[config.mk]
export PLATFORM = sky130hd
export DESIGN_NAME = sptx_serial_in
export DESIGN_NICKNAME = d
export VERILOG_FILES = /design/src/sptx_serial_in.v
export VERILOG_INCLUDE_DIRS = /design/src
export SDC_FILE = /design/constraint.sdc
export NUM_CORES = 1
export LEC_CHECK = 0
export ABC_AREA = 1
export BUFFER_PORTS_ARGS = -buffer_cell sky130_fd_sc_hd__clkbuf_2
export CORE_MARGIN = 2
export CORE_UTILIZATION = 45
export CTS_BUF_LIST = sky130_fd_sc_hd__clkbuf_16
export DETAILED_ROUTE_END_ITERATION = 12
export GPL_TIMING_DRIVEN = 1
export PLACE_DENSITY = 0.66
export SYNTH_ARGS = -nofsm -noshare
export SYNTH_HDL_FRONTEND = slang
export SYNTH_SLANG_ARGS = --single-unit
[constraint.sdc]
create_clock -name clk -period 2.5 [get_ports clk]
set_input_delay 0.25 -clock clk [delete_from_list [all_inputs] [get_ports clk]]
set_output_delay 0.25 -clock clk [all_outputs]
set_load 0.01 [all_outputs]
[src/sptx_consts.vh]
// Constants for the serial audio input stage
`ifndef SPTX_CONSTS_VH
`define SPTX_CONSTS_VH
`define SPTX_FMT_LJ       2'h0
`define SPTX_FMT_I2S      2'h1
`define SPTX_FMT_RJ       2'h2
`define SPTX_WID_16       2'h0
`define SPTX_WID_18       2'h1
`define SPTX_WID_20       2'h2
`define SPTX_WID_24       2'h3
`define SPTX_RJ_DLY_16    6'h10
`define SPTX_RJ_DLY_18    6'h0E
`define SPTX_RJ_DLY_20    6'h0C
`define SPTX_RJ_DLY_24    6'h08
`define SPTX_BITS_16      6'h10
`define SPTX_BITS_18      6'h12
`define SPTX_BITS_20      6'h14
`define SPTX_BITS_24      6'h18
`define SPTX_LJ_DLY       6'h00
`define SPTX_I2S_DLY      6'h01
`define SPTX_SLOT_START   6'h01
`define SPTX_CNT_MAX      6'h3F
`endif

[src/sptx_serial_in.v]
// Serial audio input stage: deserialises left/right words from an external source
// Notes on behaviour
// - Words are accepted in left-justified, I2S or right-justified framing, chosen by fmtSel.
// - Word width is 16, 18, 20 or 24 bits, chosen by widthSel, and the source sends that width.
// - Frame sync high marks the left word and low the right word, and each word is tagged by that level.
// - Data and frame sync are sampled on rising serial clock edges, where the source keeps them valid.
// - In right-justified framing the MSB comes 16, 14, 12 or 8 serial clocks after the sync change.
`timescale 1ns/10ps
`include "sptx_consts.vh"
module sptx_serial_in (
    clk,
    arst_n,
    serClk,
    frameSync,
    serData,
    fmtSel,
    widthSel,
    wordData,
    wordLeft,
    wordValid
);
    input  wire        clk;
    input  wire        arst_n;
    input  wire        serClk;
    input  wire        frameSync;
    input  wire        serData;
    input  wire [1:0]  fmtSel;
    input  wire [1:0]  widthSel;
    output reg  [23:0] wordData;
    output reg         wordLeft;
    output reg         wordValid;

    function [5:0] bitsOf;
        input [1:0] w;
        begin
            case (w)
                `SPTX_WID_16: bitsOf = `SPTX_BITS_16;
                `SPTX_WID_18: bitsOf = `SPTX_BITS_18;
                `SPTX_WID_20: bitsOf = `SPTX_BITS_20;
                default:      bitsOf = `SPTX_BITS_24;
            endcase
        end
    endfunction

    function [5:0] rjDelay;
        input [1:0] w;
        begin
            case (w)
                `SPTX_WID_16: rjDelay = `SPTX_RJ_DLY_16;
                `SPTX_WID_18: rjDelay = `SPTX_RJ_DLY_18;
                `SPTX_WID_20: rjDelay = `SPTX_RJ_DLY_20;
                default:      rjDelay = `SPTX_RJ_DLY_24;
            endcase
        end
    endfunction

    // Where the MSB sits, counted in serial clock rises from the sync change rise (0)
    function [5:0] firstPosOf;
        input [1:0] f;
        input [1:0] w;
        begin
            case (f)
                `SPTX_FMT_I2S: firstPosOf = `SPTX_I2S_DLY;
                `SPTX_FMT_RJ:  firstPosOf = rjDelay(w);
                default:       firstPosOf = `SPTX_LJ_DLY;
            endcase
        end
    endfunction

    // Slot states; WAIT keeps a partial slot after reset from being handed on
    localparam [1:0]   ST_WAIT  = 2'h0;
    localparam [1:0]   ST_LEAD  = 2'h1;
    localparam [1:0]   ST_SHIFT = 2'h2;
    localparam [1:0]   ST_DONE  = 2'h3;
    localparam integer NPIN     = 3;

    reg        clkPrev;
    reg        fsPrev;
    reg [1:0]  state;
    reg [5:0]  slotCnt;
    reg [5:0]  bitCnt;
    reg [23:0] shiftReg;
    reg        slotLeft;

    reg        next_fsPrev;
    reg [1:0]  next_state;
    reg [5:0]  next_slotCnt;
    reg [5:0]  next_bitCnt;
    reg [23:0] next_shiftReg;
    reg        next_slotLeft;
    reg [23:0] next_wordData;
    reg        next_wordLeft;
    reg        next_wordValid;

    // Two-flop synchronisers, one per pin; logic reads only the second stage
    wire [2:0] pinRaw = {serData, frameSync, serClk};
    wire [2:0] pinSync;
    genvar     i;

    generate
        for (i = 0; i < NPIN; i = i + 1) begin : g_sync
            reg [1:0] stage;
            always @(posedge clk or negedge arst_n) begin
                if (!arst_n) begin
                    stage <= 2'h0;
                end else begin
                    stage <= {stage[0], pinRaw[i]};
                end
            end
            assign pinSync[i] = stage[1];
        end
    endgenerate

    wire        clkSyncd = pinSync[0];
    wire        fsSyncd  = pinSync[1];
    wire        datSyncd = pinSync[2];

    // A rise is seen about two clocks late; data and sync come from the same sample as the clock
    wire        riseEdge = clkSyncd & ~clkPrev;
    wire        fsChange = riseEdge & (fsSyncd != fsPrev);
    wire [5:0]  nBits    = bitsOf(widthSel);
    wire [5:0]  firstPos = firstPosOf(fmtSel, widthSel);
    // Saturating so an over-long slot cannot wrap and open a second word
    wire [5:0]  slotStep = (slotCnt != `SPTX_CNT_MAX) ? slotCnt + 6'h01 : slotCnt;
    wire [5:0]  bitStep  = bitCnt + 6'h01;
    wire [23:0] shifted  = {shiftReg[22:0], datSyncd};

    // Slot tracking and word capture
    always @* begin
        next_fsPrev    = fsPrev;
        next_state     = state;
        next_slotCnt   = slotCnt;
        next_bitCnt    = bitCnt;
        next_shiftReg  = shiftReg;
        next_slotLeft  = slotLeft;
        next_wordData  = wordData;
        next_wordLeft  = wordLeft;
        next_wordValid = 1'b0;
        if (riseEdge) begin
            next_fsPrev = fsSyncd;
        end
        if (fsChange) begin
            // The slot that just ended is handed on unless still in WAIT; a new slot opens on this rise
            if (state != ST_WAIT) begin
                next_wordData  = shiftReg;
                next_wordLeft  = slotLeft;
                next_wordValid = 1'b1;
            end
            next_slotLeft = fsSyncd;
            next_slotCnt  = `SPTX_SLOT_START;
            if (firstPos == `SPTX_LJ_DLY) begin
                // Left-justified: MSB sits on the rise that carries the sync change
                next_shiftReg = {23'h000000, datSyncd};
                next_bitCnt   = 6'h01;
                next_state    = ST_SHIFT;
            end else begin
                next_shiftReg = 24'h000000;
                next_bitCnt   = 6'h00;
                next_state    = ST_LEAD;
            end
        end else if (riseEdge) begin
            case (state)
                ST_WAIT: begin
                    next_state = ST_WAIT;
                end
                ST_LEAD: begin
                    next_slotCnt = slotStep;
                    if (slotCnt >= firstPos) begin
                        next_shiftReg = shifted;
                        next_bitCnt   = bitStep;
                        next_state    = ST_SHIFT;
                    end
                end
                ST_SHIFT: begin
                    next_slotCnt  = slotStep;
                    next_shiftReg = shifted;
                    next_bitCnt   = bitStep;
                    if (bitStep >= nBits) begin
                        // Bits past the selected width are left on the line
                        next_state = ST_DONE;
                    end
                end
                ST_DONE: begin
                    // Word complete; only the slot position moves on
                    next_slotCnt = slotStep;
                end
                default: begin
                    next_state = ST_WAIT;
                end
            endcase
        end
    end

    // Outputs are registered; word and tag hold until the next slot ends
    always @(posedge clk or negedge arst_n) begin
        if (!arst_n) begin
            clkPrev   <= 1'b0;
            fsPrev    <= 1'b0;
            state     <= ST_WAIT;
            slotCnt   <= 6'h00;
            bitCnt    <= 6'h00;
            shiftReg  <= 24'h000000;
            slotLeft  <= 1'b0;
            wordData  <= 24'h000000;
            wordLeft  <= 1'b0;
            wordValid <= 1'b0;
        end else begin
            clkPrev   <= clkSyncd;
            fsPrev    <= next_fsPrev;
            state     <= next_state;
            slotCnt   <= next_slotCnt;
            bitCnt    <= next_bitCnt;
            shiftReg  <= next_shiftReg;
            slotLeft  <= next_slotLeft;
            wordData  <= next_wordData;
            wordLeft  <= next_wordLeft;
            wordValid <= next_wordValid;
        end
    end
endmodule

; Word-level counts from Yosys, hierarchy flattened
; Cells that the tools add are included.
; Widths: inputs -> output; s select.
[totals]
regBits = 73
input_bits = 9
out_inout_bits = 26
word_cells = 70
[op_classes]
n_addsub = 2
order_cmp = 2
eq_ne = 11
n_mux = 25
bitwise_logic = 3
n_reduce_logical = 14
[ops]
columns = cell, count
row1 = $mux 24, 3
row2 = $pmux 24 s2, 1
row3 = $mux 6, 7
row4 = $pmux 5 s3, 1
row5 = $add 6x1->6 const B, 2
row6 = $pmux 4 s3, 1
row7 = $pmux 6 s2, 1
row8 = $mux 2, 5
row9 = $pmux 5 s2, 1
row10 = $eq 2x2->1 const B, 4
row11 = $reduce_bool 2->1, 4
row12 = $eq 2x1->1 const B, 3
row13 = $ge 6x5->1, 1
row14 = $ge 6x6->1, 1
row15 = $logic_not 6->1, 1
row16 = $ne 3x3->1 const B, 2
row17 = $ne 6x6->1 const B, 1
row18 = $pmux 2 s3, 1
row19 = $reduce_and 3->1, 2
row20 = $logic_not 2->1, 2
row21 = $mux 1, 4
row22 = $reduce_and 4->1, 1
row23 = $reduce_bool 4->1, 1
row24 = $reduce_bool 3->1, 1
row25 = 5 further kinds, 6

; Depth between registers and ports, before layout
; Gate-level depths: netlist of run 1.
[logic_depth]
ltp_word = 8
ltp_mapped = 15
mapped_depth_nobuf = 14

; Worst setup path before layout of run 1
; No wires, ideal clock.
[synth_path]
kind = input to register
from = input port fmtSel[0]
to = register bitCnt[0]
setup_ps = 117
t_arrival_ps = 1847
required_ps = 2383
setup_slack_ps = 536
stages = 15
n_path_buf = 1
path_cell_list = inv_1 ha_1 inv_1 nand3b_1 ha_1 nand2_1 nor2_1 nand2_1 nand4_1 nor2_2 nor2_4 nand2_2 buf_6 nand2_1 nand2_1
[synth_via]
elab_chain_cells = 5
elab_cells_between_ends = 9
[synth_rtl]
columns = element, line
row1 = start: declaration, sptx_serial_in.v:27  ; input wire [1:0] fmtSel;
row2 = $eq 2x2->1 or $eq 2x1->1 (tied branches), --
row3 = $pmux 5 s2 (*), sptx_serial_in.v:62  ; case (f)
row4 = $ge 6x6->1 or $logic_not 6->1 (tied branches), --
row5 = $ne 3x3->1 (no source line) or $mux 1 (tied branches), --
row6 = $reduce_and 3->1 (no source line) or $mux 6 (tied branches), --
row7 = end signal: assignment, sptx_serial_in.v:212  ; bitCnt <= next_bitCnt;
row8 = end: declaration, sptx_serial_in.v:81  ; reg [5:0] bitCnt;
; Every way passes the cells marked *; elsewhere a longest branch is shown, timed or not.
; A chain may end at the register's enable or synchronous reset.

; Final worst setup path of run 1
[layout_path]
from = input port fmtSel[0]
to = register shiftReg[12]
[layout_via]
elab_chain_cells = 5
elab_cells_between_ends = 6
[layout_rtl]
columns = element, line
row1 = $eq 2x2->1 or $eq 2x1->1 (tied branches), --
row2 = $pmux 5 s2 (*), sptx_serial_in.v:62
row3 = $ge 6x6->1 (*), sptx_serial_in.v:168  ; if (slotCnt >= firstPos) begin
row4 = $ne 3x3->1 (no source line) (*), --
row5 = $reduce_and 3->1 (no source line) (*), --
row6 = end signal: assignment, sptx_serial_in.v:213  ; shiftReg <= next_shiftReg;
row7 = end: declaration, sptx_serial_in.v:82  ; reg [23:0] shiftReg;
; Marks and branches as above.

==> out/results.ini, run 1 <==
[status]
status=completed

[layout]
flow.area_growth_from_synthesis_pct=15.4
layout.nets=498
num_antenna_cells=0
mostFrequentLayoutCells=sky130_fd_sc_hd__nand2_1 (133), sky130_fd_sc_hd__dfrtp_1 (73), sky130_fd_sc_hd__inv_1 (53), sky130_fd_sc_hd__nor2_1 (40), sky130_fd_sc_hd__nand3_1 (39)
post_route_cells_drive_above_1_share_pct=13.1
fill_cells=715
seq_area_um2=1830
multi_input_logic_area_um2=1430
layout_commonest_cell=sky130_fd_sc_hd__nand2_1

[worst_setup_path]
rrSetupSlack_ns=0.57
crit_slowest_cell=sky130_fd_sc_hd__ha_1
timing.setup.critical_path_class=input port to flip-flop
worst-endpoint-required_ns=2.71
cpMostUsedCell=sky130_fd_sc_hd__inv_1
timing.critical_path.cells=clkbuf_2 > inv_1 > ha_1 > inv_1 > nand3_1 > ha_1 > inv_1 > nor2_1 > a21oi_1 > nand4_1 > nor2_2 > nor2_4 > nand2_2 > buf_12 > nand2_1 > nand2_1
cp-end-kind=flip-flop
cp.arrival_ns=2.16
worst_path_largest_cell_delay_ns=0.33
critical_path.startpoint_type=input port
crit_fanout=30

[route]
totalWireLength_um=6670
vias_per_cell=4.80
count_of_nets_left_with_antenna_violations_after_detail_routing=0
drt_pass1_iterations=4
route.detailed.drc=0
wl_per_cell_um=11.6
routed-via-count=2758
first_iter_violations=151

[logic_synthesis]
post-synth-top-area-fraction_pct=51.1
synth_async_sr_flop_share_pct=100
yosys.area_share.adder_pct=7.35
synth_xor_area_share_pct=0.245
yosys-mux-area-fraction_pct=0
post_synth_inst_count=434
number_of_enable_type_register_cells_in_the_synthesized_netlist=0
synth_area_leaders=sky130_fd_sc_hd__dfrtp_1 (51%), sky130_fd_sc_hd__nand2_1 (14%), sky130_fd_sc_hd__ha_1 (7.3%), sky130_fd_sc_hd__inv_1 (5.6%), sky130_fd_sc_hd__nand3_1 (5.5%)
synth-compound-area-share_pct=6.02
post_synth_instance_area_um2=3580
synth-seq-area-share_pct=51.1
synth.distinct_cells=26
synth_top_area_cell=sky130_fd_sc_hd__dfrtp_1
synth_flop_type=sky130_fd_sc_hd__dfrtp_1
postSynthAreaPerCell_um2=8.24
simple_gate_portion_of_the_synthesized_area_pct=26.4
synth-warning-count=0
ys_seq_elements=73
largest_family_of_logic_cells_by_synthesized_area=simple AND/OR/NAND/NOR gates
synth.net_count=464

[timing]
final_critical_path_setup_slack_ns=0.554
slew_violations=0
clock_skew_ns=0.00522
rsz_0062_raised_after_global_routing=no
relSlewSlack_pct=58.1
final.period_utilization_pct=77.8
final-hold-violation-count=0
finalSetupViolations=0
min_period_ns=1.95
worstMarginPinSlew_ns=0.628
fin_tns_setup_ns=0
clock.fmax_ghz=0.514

[place]
hpwl_um=4490
port_buffers=34
pre_cts_ws_ns=0.230
gp_routability_congestion=0.845

[clock_network]
cts.path.max_buffers=2
number_of_buffers_added_by_the_clock_tree_synthesis_step=9
cts.htree.levels=3
worst_setup_hold_path_clk_slew_ns=0.05
worst_skew_pair.late_latency_ns=0.33
clock_root_cell=sky130_fd_sc_hd__clkbuf_16
tritoncts_num_sinks=73
tritoncts_clock_tree=done
post_cts_resized=0

[die]
chipHeight_um=93.2
placementRows=32
chipWidth_um=93.2
floorplan.io_pins=35
die_area_um2=8680
core_area_um2=7730
start_util_pct=46.3

[grt]
antenna_found_initial=0
grt_max_degree=49
gr-total-overflow=0
grt_pass1_vias=2620
grt_pass1_wl_um=11600
global_route.usage.total_pct=17.1

[pwr]
power.static_leakage_nw=2.19
totalPowerFinal_mw=3.72
power-per-cell-area_nw_per_um2=902
max-vdd-ir-drop_uv=403

[worst_hold_path]
kind_of_path_behind_the_tightest_hold_check=input port to flip-flop

[flow_run]
max_cap_violations=0

-- registers in the layout, summed over array words and instances (netlist names) --
name,count
g_sync.stage,6
fsPrev,1
clkPrev,1
wordLeft,1
slotLeft,1
slotCnt,6
state,2
wordValid,1
wordData,24
shiftReg,24
bitCnt,6
-- repair_timing --
| action | in CTS | in global routing |
|---|---|---|
| hold buffers | 1 | 0 |
| buffers inserted | 0 | 0 |
| endpoints found under the hold margin | 20 | 0 |
-- final cells by class --
class,instances,share of cell area (%)
clock buffers,9,5.46
clock inverters,6,1.46
multi-input cells,288,34.7
flip-flops and latches,73,44.3
repair buffers,41,6.06
well taps,102,3.09
inverters,55,5.00
-- through the flow --
step / utilization (%) / cells / hold slack [ns] / area, um^2
after floorplan: - / 434 / -0.0456 / 3580
after global placement: 49.6 / 558 / 0.234 / 3830
after detailed placement: 49.6 / 558 / 0.236 / 3830
after CTS: 53.4 / 574 / 0.0147 / 4130
after global routing: 53.4 / 574 / 0.0129 / 4130
final: 53.4 / 574 / 0.0270 / 4130
-- where the power goes --
group	switching (mW)	total [mW]	internal, mW
registers	0.130	1.50	1.37
clock network	0.469	1.23	0.760
logic	0.637	0.989	0.352
total	1.24	3.72	2.48
-- final timing paths --
path,start,endpoint,cells after the start
max,fmtSel[0],shiftReg[12]$_DFFE_PN0P_,16
min,serClk,g_sync[0].stage[0]$_DFF_PN0_,1
max reg2reg,bitCnt[0]$_DFFE_PN0P_,state[1]$_DFFE_PN0P_,13
min reg2reg,g_sync[0].stage[0]$_DFF_PN0_,g_sync[0].stage[1]$_DFF_PN0_,0
max in group asynchronous,arst_n,slotLeft$_DFFE_PN0P_,3
min in group asynchronous,arst_n,shiftReg[17]$_DFFE_PN0P_,2
-- per-layer routing --
metal / GRT usage (%) / vias up / routed length [um]
li1: - / 1417 / -
met1: 21.4 / 1284 / 3160
met2: 27.4 / 47 / 3120
met3: 4.75 / 10 / 237
met4: 8.33 / 0 / 144
met5: 0 / - / 0
-- critical path, delay by kind of cell --
kind,cells,cell delay [ns]
compound gates,1,0.09
fa+ha+maj,2,0.63
buf+inv,5,0.47
simple gates,8,0.72
-- synthesized netlist by cell type, types with 2 or more instances --
master                     instances
sky130_fd_sc_hd__buf_2             4
sky130_fd_sc_hd__dfrtp_1          73
sky130_fd_sc_hd__nor2_1           40
sky130_fd_sc_hd__inv_1            53
sky130_fd_sc_hd__clkbuf_1          6
sky130_fd_sc_hd__buf_4             3
sky130_fd_sc_hd__nand3_1          39
sky130_fd_sc_hd__nor2_4            3
sky130_fd_sc_hd__ha_1             21
sky130_fd_sc_hd__o21ai_0          31
sky130_fd_sc_hd__inv_2             2
sky130_fd_sc_hd__nor3_1            3
sky130_fd_sc_hd__nand2_1         133
sky130_fd_sc_hd__o21ai_1           2
sky130_fd_sc_hd__buf_6             4
sky130_fd_sc_hd__a21oi_1           7
-- kinds of logic (layout without fill, tap and decap cells) --
| family | Yosys count | count (layout) |
|---|---|---|
| compound gates | 42 | 42 |
| fa+ha+maj | 21 | 21 |
| simple gates | 224 | 224 |
| flops | 73 | 73 |
| xor+xnor | 1 | 1 |
| buf+inv | 73 | 111 |
(Power assumes the default switching activity.)
==> run 2, diff against run 1 <==
Settings changed: PLACE_DENSITY 0.66 to 0.69.
Clock period 2.5 ns to 1.6 ns, I/O delays scaled along.
==> run 2 against run 1 <==
Compared with the run above: the flow now finishes with violations (negative setup slack); final cell count up 6.8%; clock power up 88%; hold slack better by 0.32 ns; combinational power rose to 2.5 times the previous value; setup slack worse by 0.85 ns.
==> out/results.ini, run 2 (synthesis results as in run 1) <==
[status]
status=finished with violations
violations=negative setup slack

[route]
drt_pass1_iterations=5
route.detailed.drc=0
wl_met3_um=292
met2_wire_length_um=4270
totalWireLength_um=8490
routed-via-count=3021
wl_per_cell_um=13.8
routedLengthMet1_um=3760
vias_per_cell=4.93
top_layer=met4
first_iter_violations=175
count_of_nets_left_with_antenna_violations_after_detail_routing=0

[worst_setup_path]
crit_fanout=6
r2r_end=bitCnt[0]$_DFFE_PN0P_
cp.arrival_ns=2.11
rrSetupSlack_ns=-0.29
worst-endpoint-required_ns=1.81
cp-end-kind=flip-flop
reg2reg_from=slotCnt[4]$_DFFE_PN0P_
critical_path.startpoint_type=flip-flop
timing.setup.critical_path_class=flip-flop to flip-flop
reg2regPathDepth=12

[timing]
clock.fmax_ghz=0.528
final-hold-violation-count=0
final.period_utilization_pct=118
timing.hold.ws_ns=0.348
slew_violations=0
clock_skew_ns=0.00599
min_period_ns=1.89
final_critical_path_setup_slack_ns=-0.293
worstMarginPinSlew_ns=0.389
rsz_0062_raised_after_global_routing=yes
relSlewSlack_pct=74.1
finalSetupViolations=32

[pwr]
max-vdd-ir-drop_uv=804
power.static_leakage_nw=2.53
totalPowerFinal_mw=7.20
power-per-cell-area_nw_per_um2=1430

[grt]
grt_max_degree=74
gr-total-overflow=0
grt_pass1_wl_um=13500
antenna_found_initial=0
global_route.usage.total_pct=19.8
grt_pass1_vias=2935

[layout]
post_layout_nonfiller_instances=613
finalCoreUtilization_pct=65.2
reg.largest.list=shiftReg: 24 flops, wordData: 24 flops
mostFrequentLayoutCells=sky130_fd_sc_hd__nand2_1 (96), sky130_fd_sc_hd__dfrtp_1 (72), sky130_fd_sc_hd__inv_1 (49), sky130_fd_sc_hd__nor2_1 (35), sky130_fd_sc_hd__clkbuf_2 (32)
layout.nets=536
flow.area_growth_from_synthesis_pct=40.8
layout_commonest_cell=sky130_fd_sc_hd__nand2_1
num_antenna_cells=0
post_route_cells_drive_above_1_share_pct=32.7

[place]
port_buffers=34
placed_cells=578
hpwl_um=4650
gp_routability_congestion=0.823

[clock_network]
worst_setup_hold_path_clk_slew_ns=0.06
tritoncts_clock_tree=done
cts.htree.levels=3
number_of_buffers_added_by_the_clock_tree_synthesis_step=9
worst_skew_pair.late_latency_ns=0.33
clock_root_cell=sky130_fd_sc_hd__clkbuf_16
cts.path.max_buffers=2
tritoncts_num_sinks=73

[die]
placementRows=32
chipHeight_um=93.2
core_area_um2=7730
start_util_pct=46.3
die_area_um2=8680
chipWidth_um=93.2
floorplan.io_pins=35

[worst_hold_path]
kind_of_path_behind_the_tightest_hold_check=flip-flop to flip-flop
worst_hold_path.endpoint=g_sync[1].stage[1]$_DFF_PN0_
hp-start=g_sync[1].stage[0]$_DFF_PN0_
worst_hold_path_depth=0

[flow_run]
max_cap_violations=0

==> run 2: stage by stage <==
step / TNS [ns] / worst slack (ns) / area [um^2]
2_1_floorplan: -5.05 / -0.160 / 3610
3_3_place_gp: -14.04 / -0.449 / 4080
3_5_place_dp: -15.89 / -0.524 / 4080
4_1_cts: -6.55 / -0.238 / 4820
5_1_grt: -10.54 / -0.395 / 5040
6_report: -7.82 / -0.293 / 5040
==> run 2: per-layer routing <==
layer | up-vias | global-route usage, %
met3 | 16 | 4.19
li1 | 1488 | -
met4 | 0 | 7.60
met1 | 1447 | 25.6
met2 | 70 | 32.9
met5 | - | 0
==> run 2: final cells by class <==
type                       count  area (um^2)
timing repair buffer          79          762
tap                          102          128
sequential                    73         1830
inverter                      55          221
clock buffer                   9          225
fill                         593         2690
multi-input combinational    288         1750
clock inverter                 7          119
==> run 2: worst max path at each step <==
stage                     slack (ns)              startpoint  depth (start not counted)                       to
final                          -0.29  slotCnt[4]$_DFFE_PN0P_                         12    bitCnt[0]$_DFFE_PN0P_
after global routing           -0.39   bitCnt[0]$_DFFE_PN0P_                         14     state[1]$_DFFE_PN0P_
after CTS                      -0.24   bitCnt[1]$_DFFE_PN0P_                         14     state[0]$_DFFE_PN0P_
after detailed placement       -0.52               fmtSel[0]                         16     state[0]$_DFFE_PN0P_
after global placement         -0.45               fmtSel[0]                         16  shiftReg[8]$_DFFE_PN0P_
after floorplan                -0.16               fmtSel[0]                         15    bitCnt[0]$_DFFE_PN0P_
==> run 2: where the power goes <==
part	internal [mW]	switching (mW)	total, mW
sequential	2.14	0.224	2.37
combinational	1.11	1.41	2.52
clock	1.53	0.781	2.31
total	4.78	2.42	7.20
==> run 2: repair_timing <==
action,4_1_cts,5_1_grt
pin swaps,21,15
endpoints found under the setup margin,36,36
hold endpoints to repair,76,0
cloned,6,1
buffers inserted,6,4
hold buffers,4,0
gates resized for setup,37,58
==> run 2: worst max-delay path: stages (launching register included) <==
cell                        delay, ns
sky130_fd_sc_hd__dfrtp_2         0.44
sky130_fd_sc_hd__ha_4            0.29
sky130_fd_sc_hd__inv_2           0.04
sky130_fd_sc_hd__nor2_2          0.11
sky130_fd_sc_hd__a21oi_1         0.07
sky130_fd_sc_hd__nand4_1         0.11
sky130_fd_sc_hd__nor2_2          0.06
sky130_fd_sc_hd__nor2_4          0.17
sky130_fd_sc_hd__nand2_4         0.10
sky130_fd_sc_hd__buf_12          0.15
sky130_fd_sc_hd__clkbuf_16       0.15
sky130_fd_sc_hd__nand2_1         0.05
sky130_fd_sc_hd__nand2_1         0.05
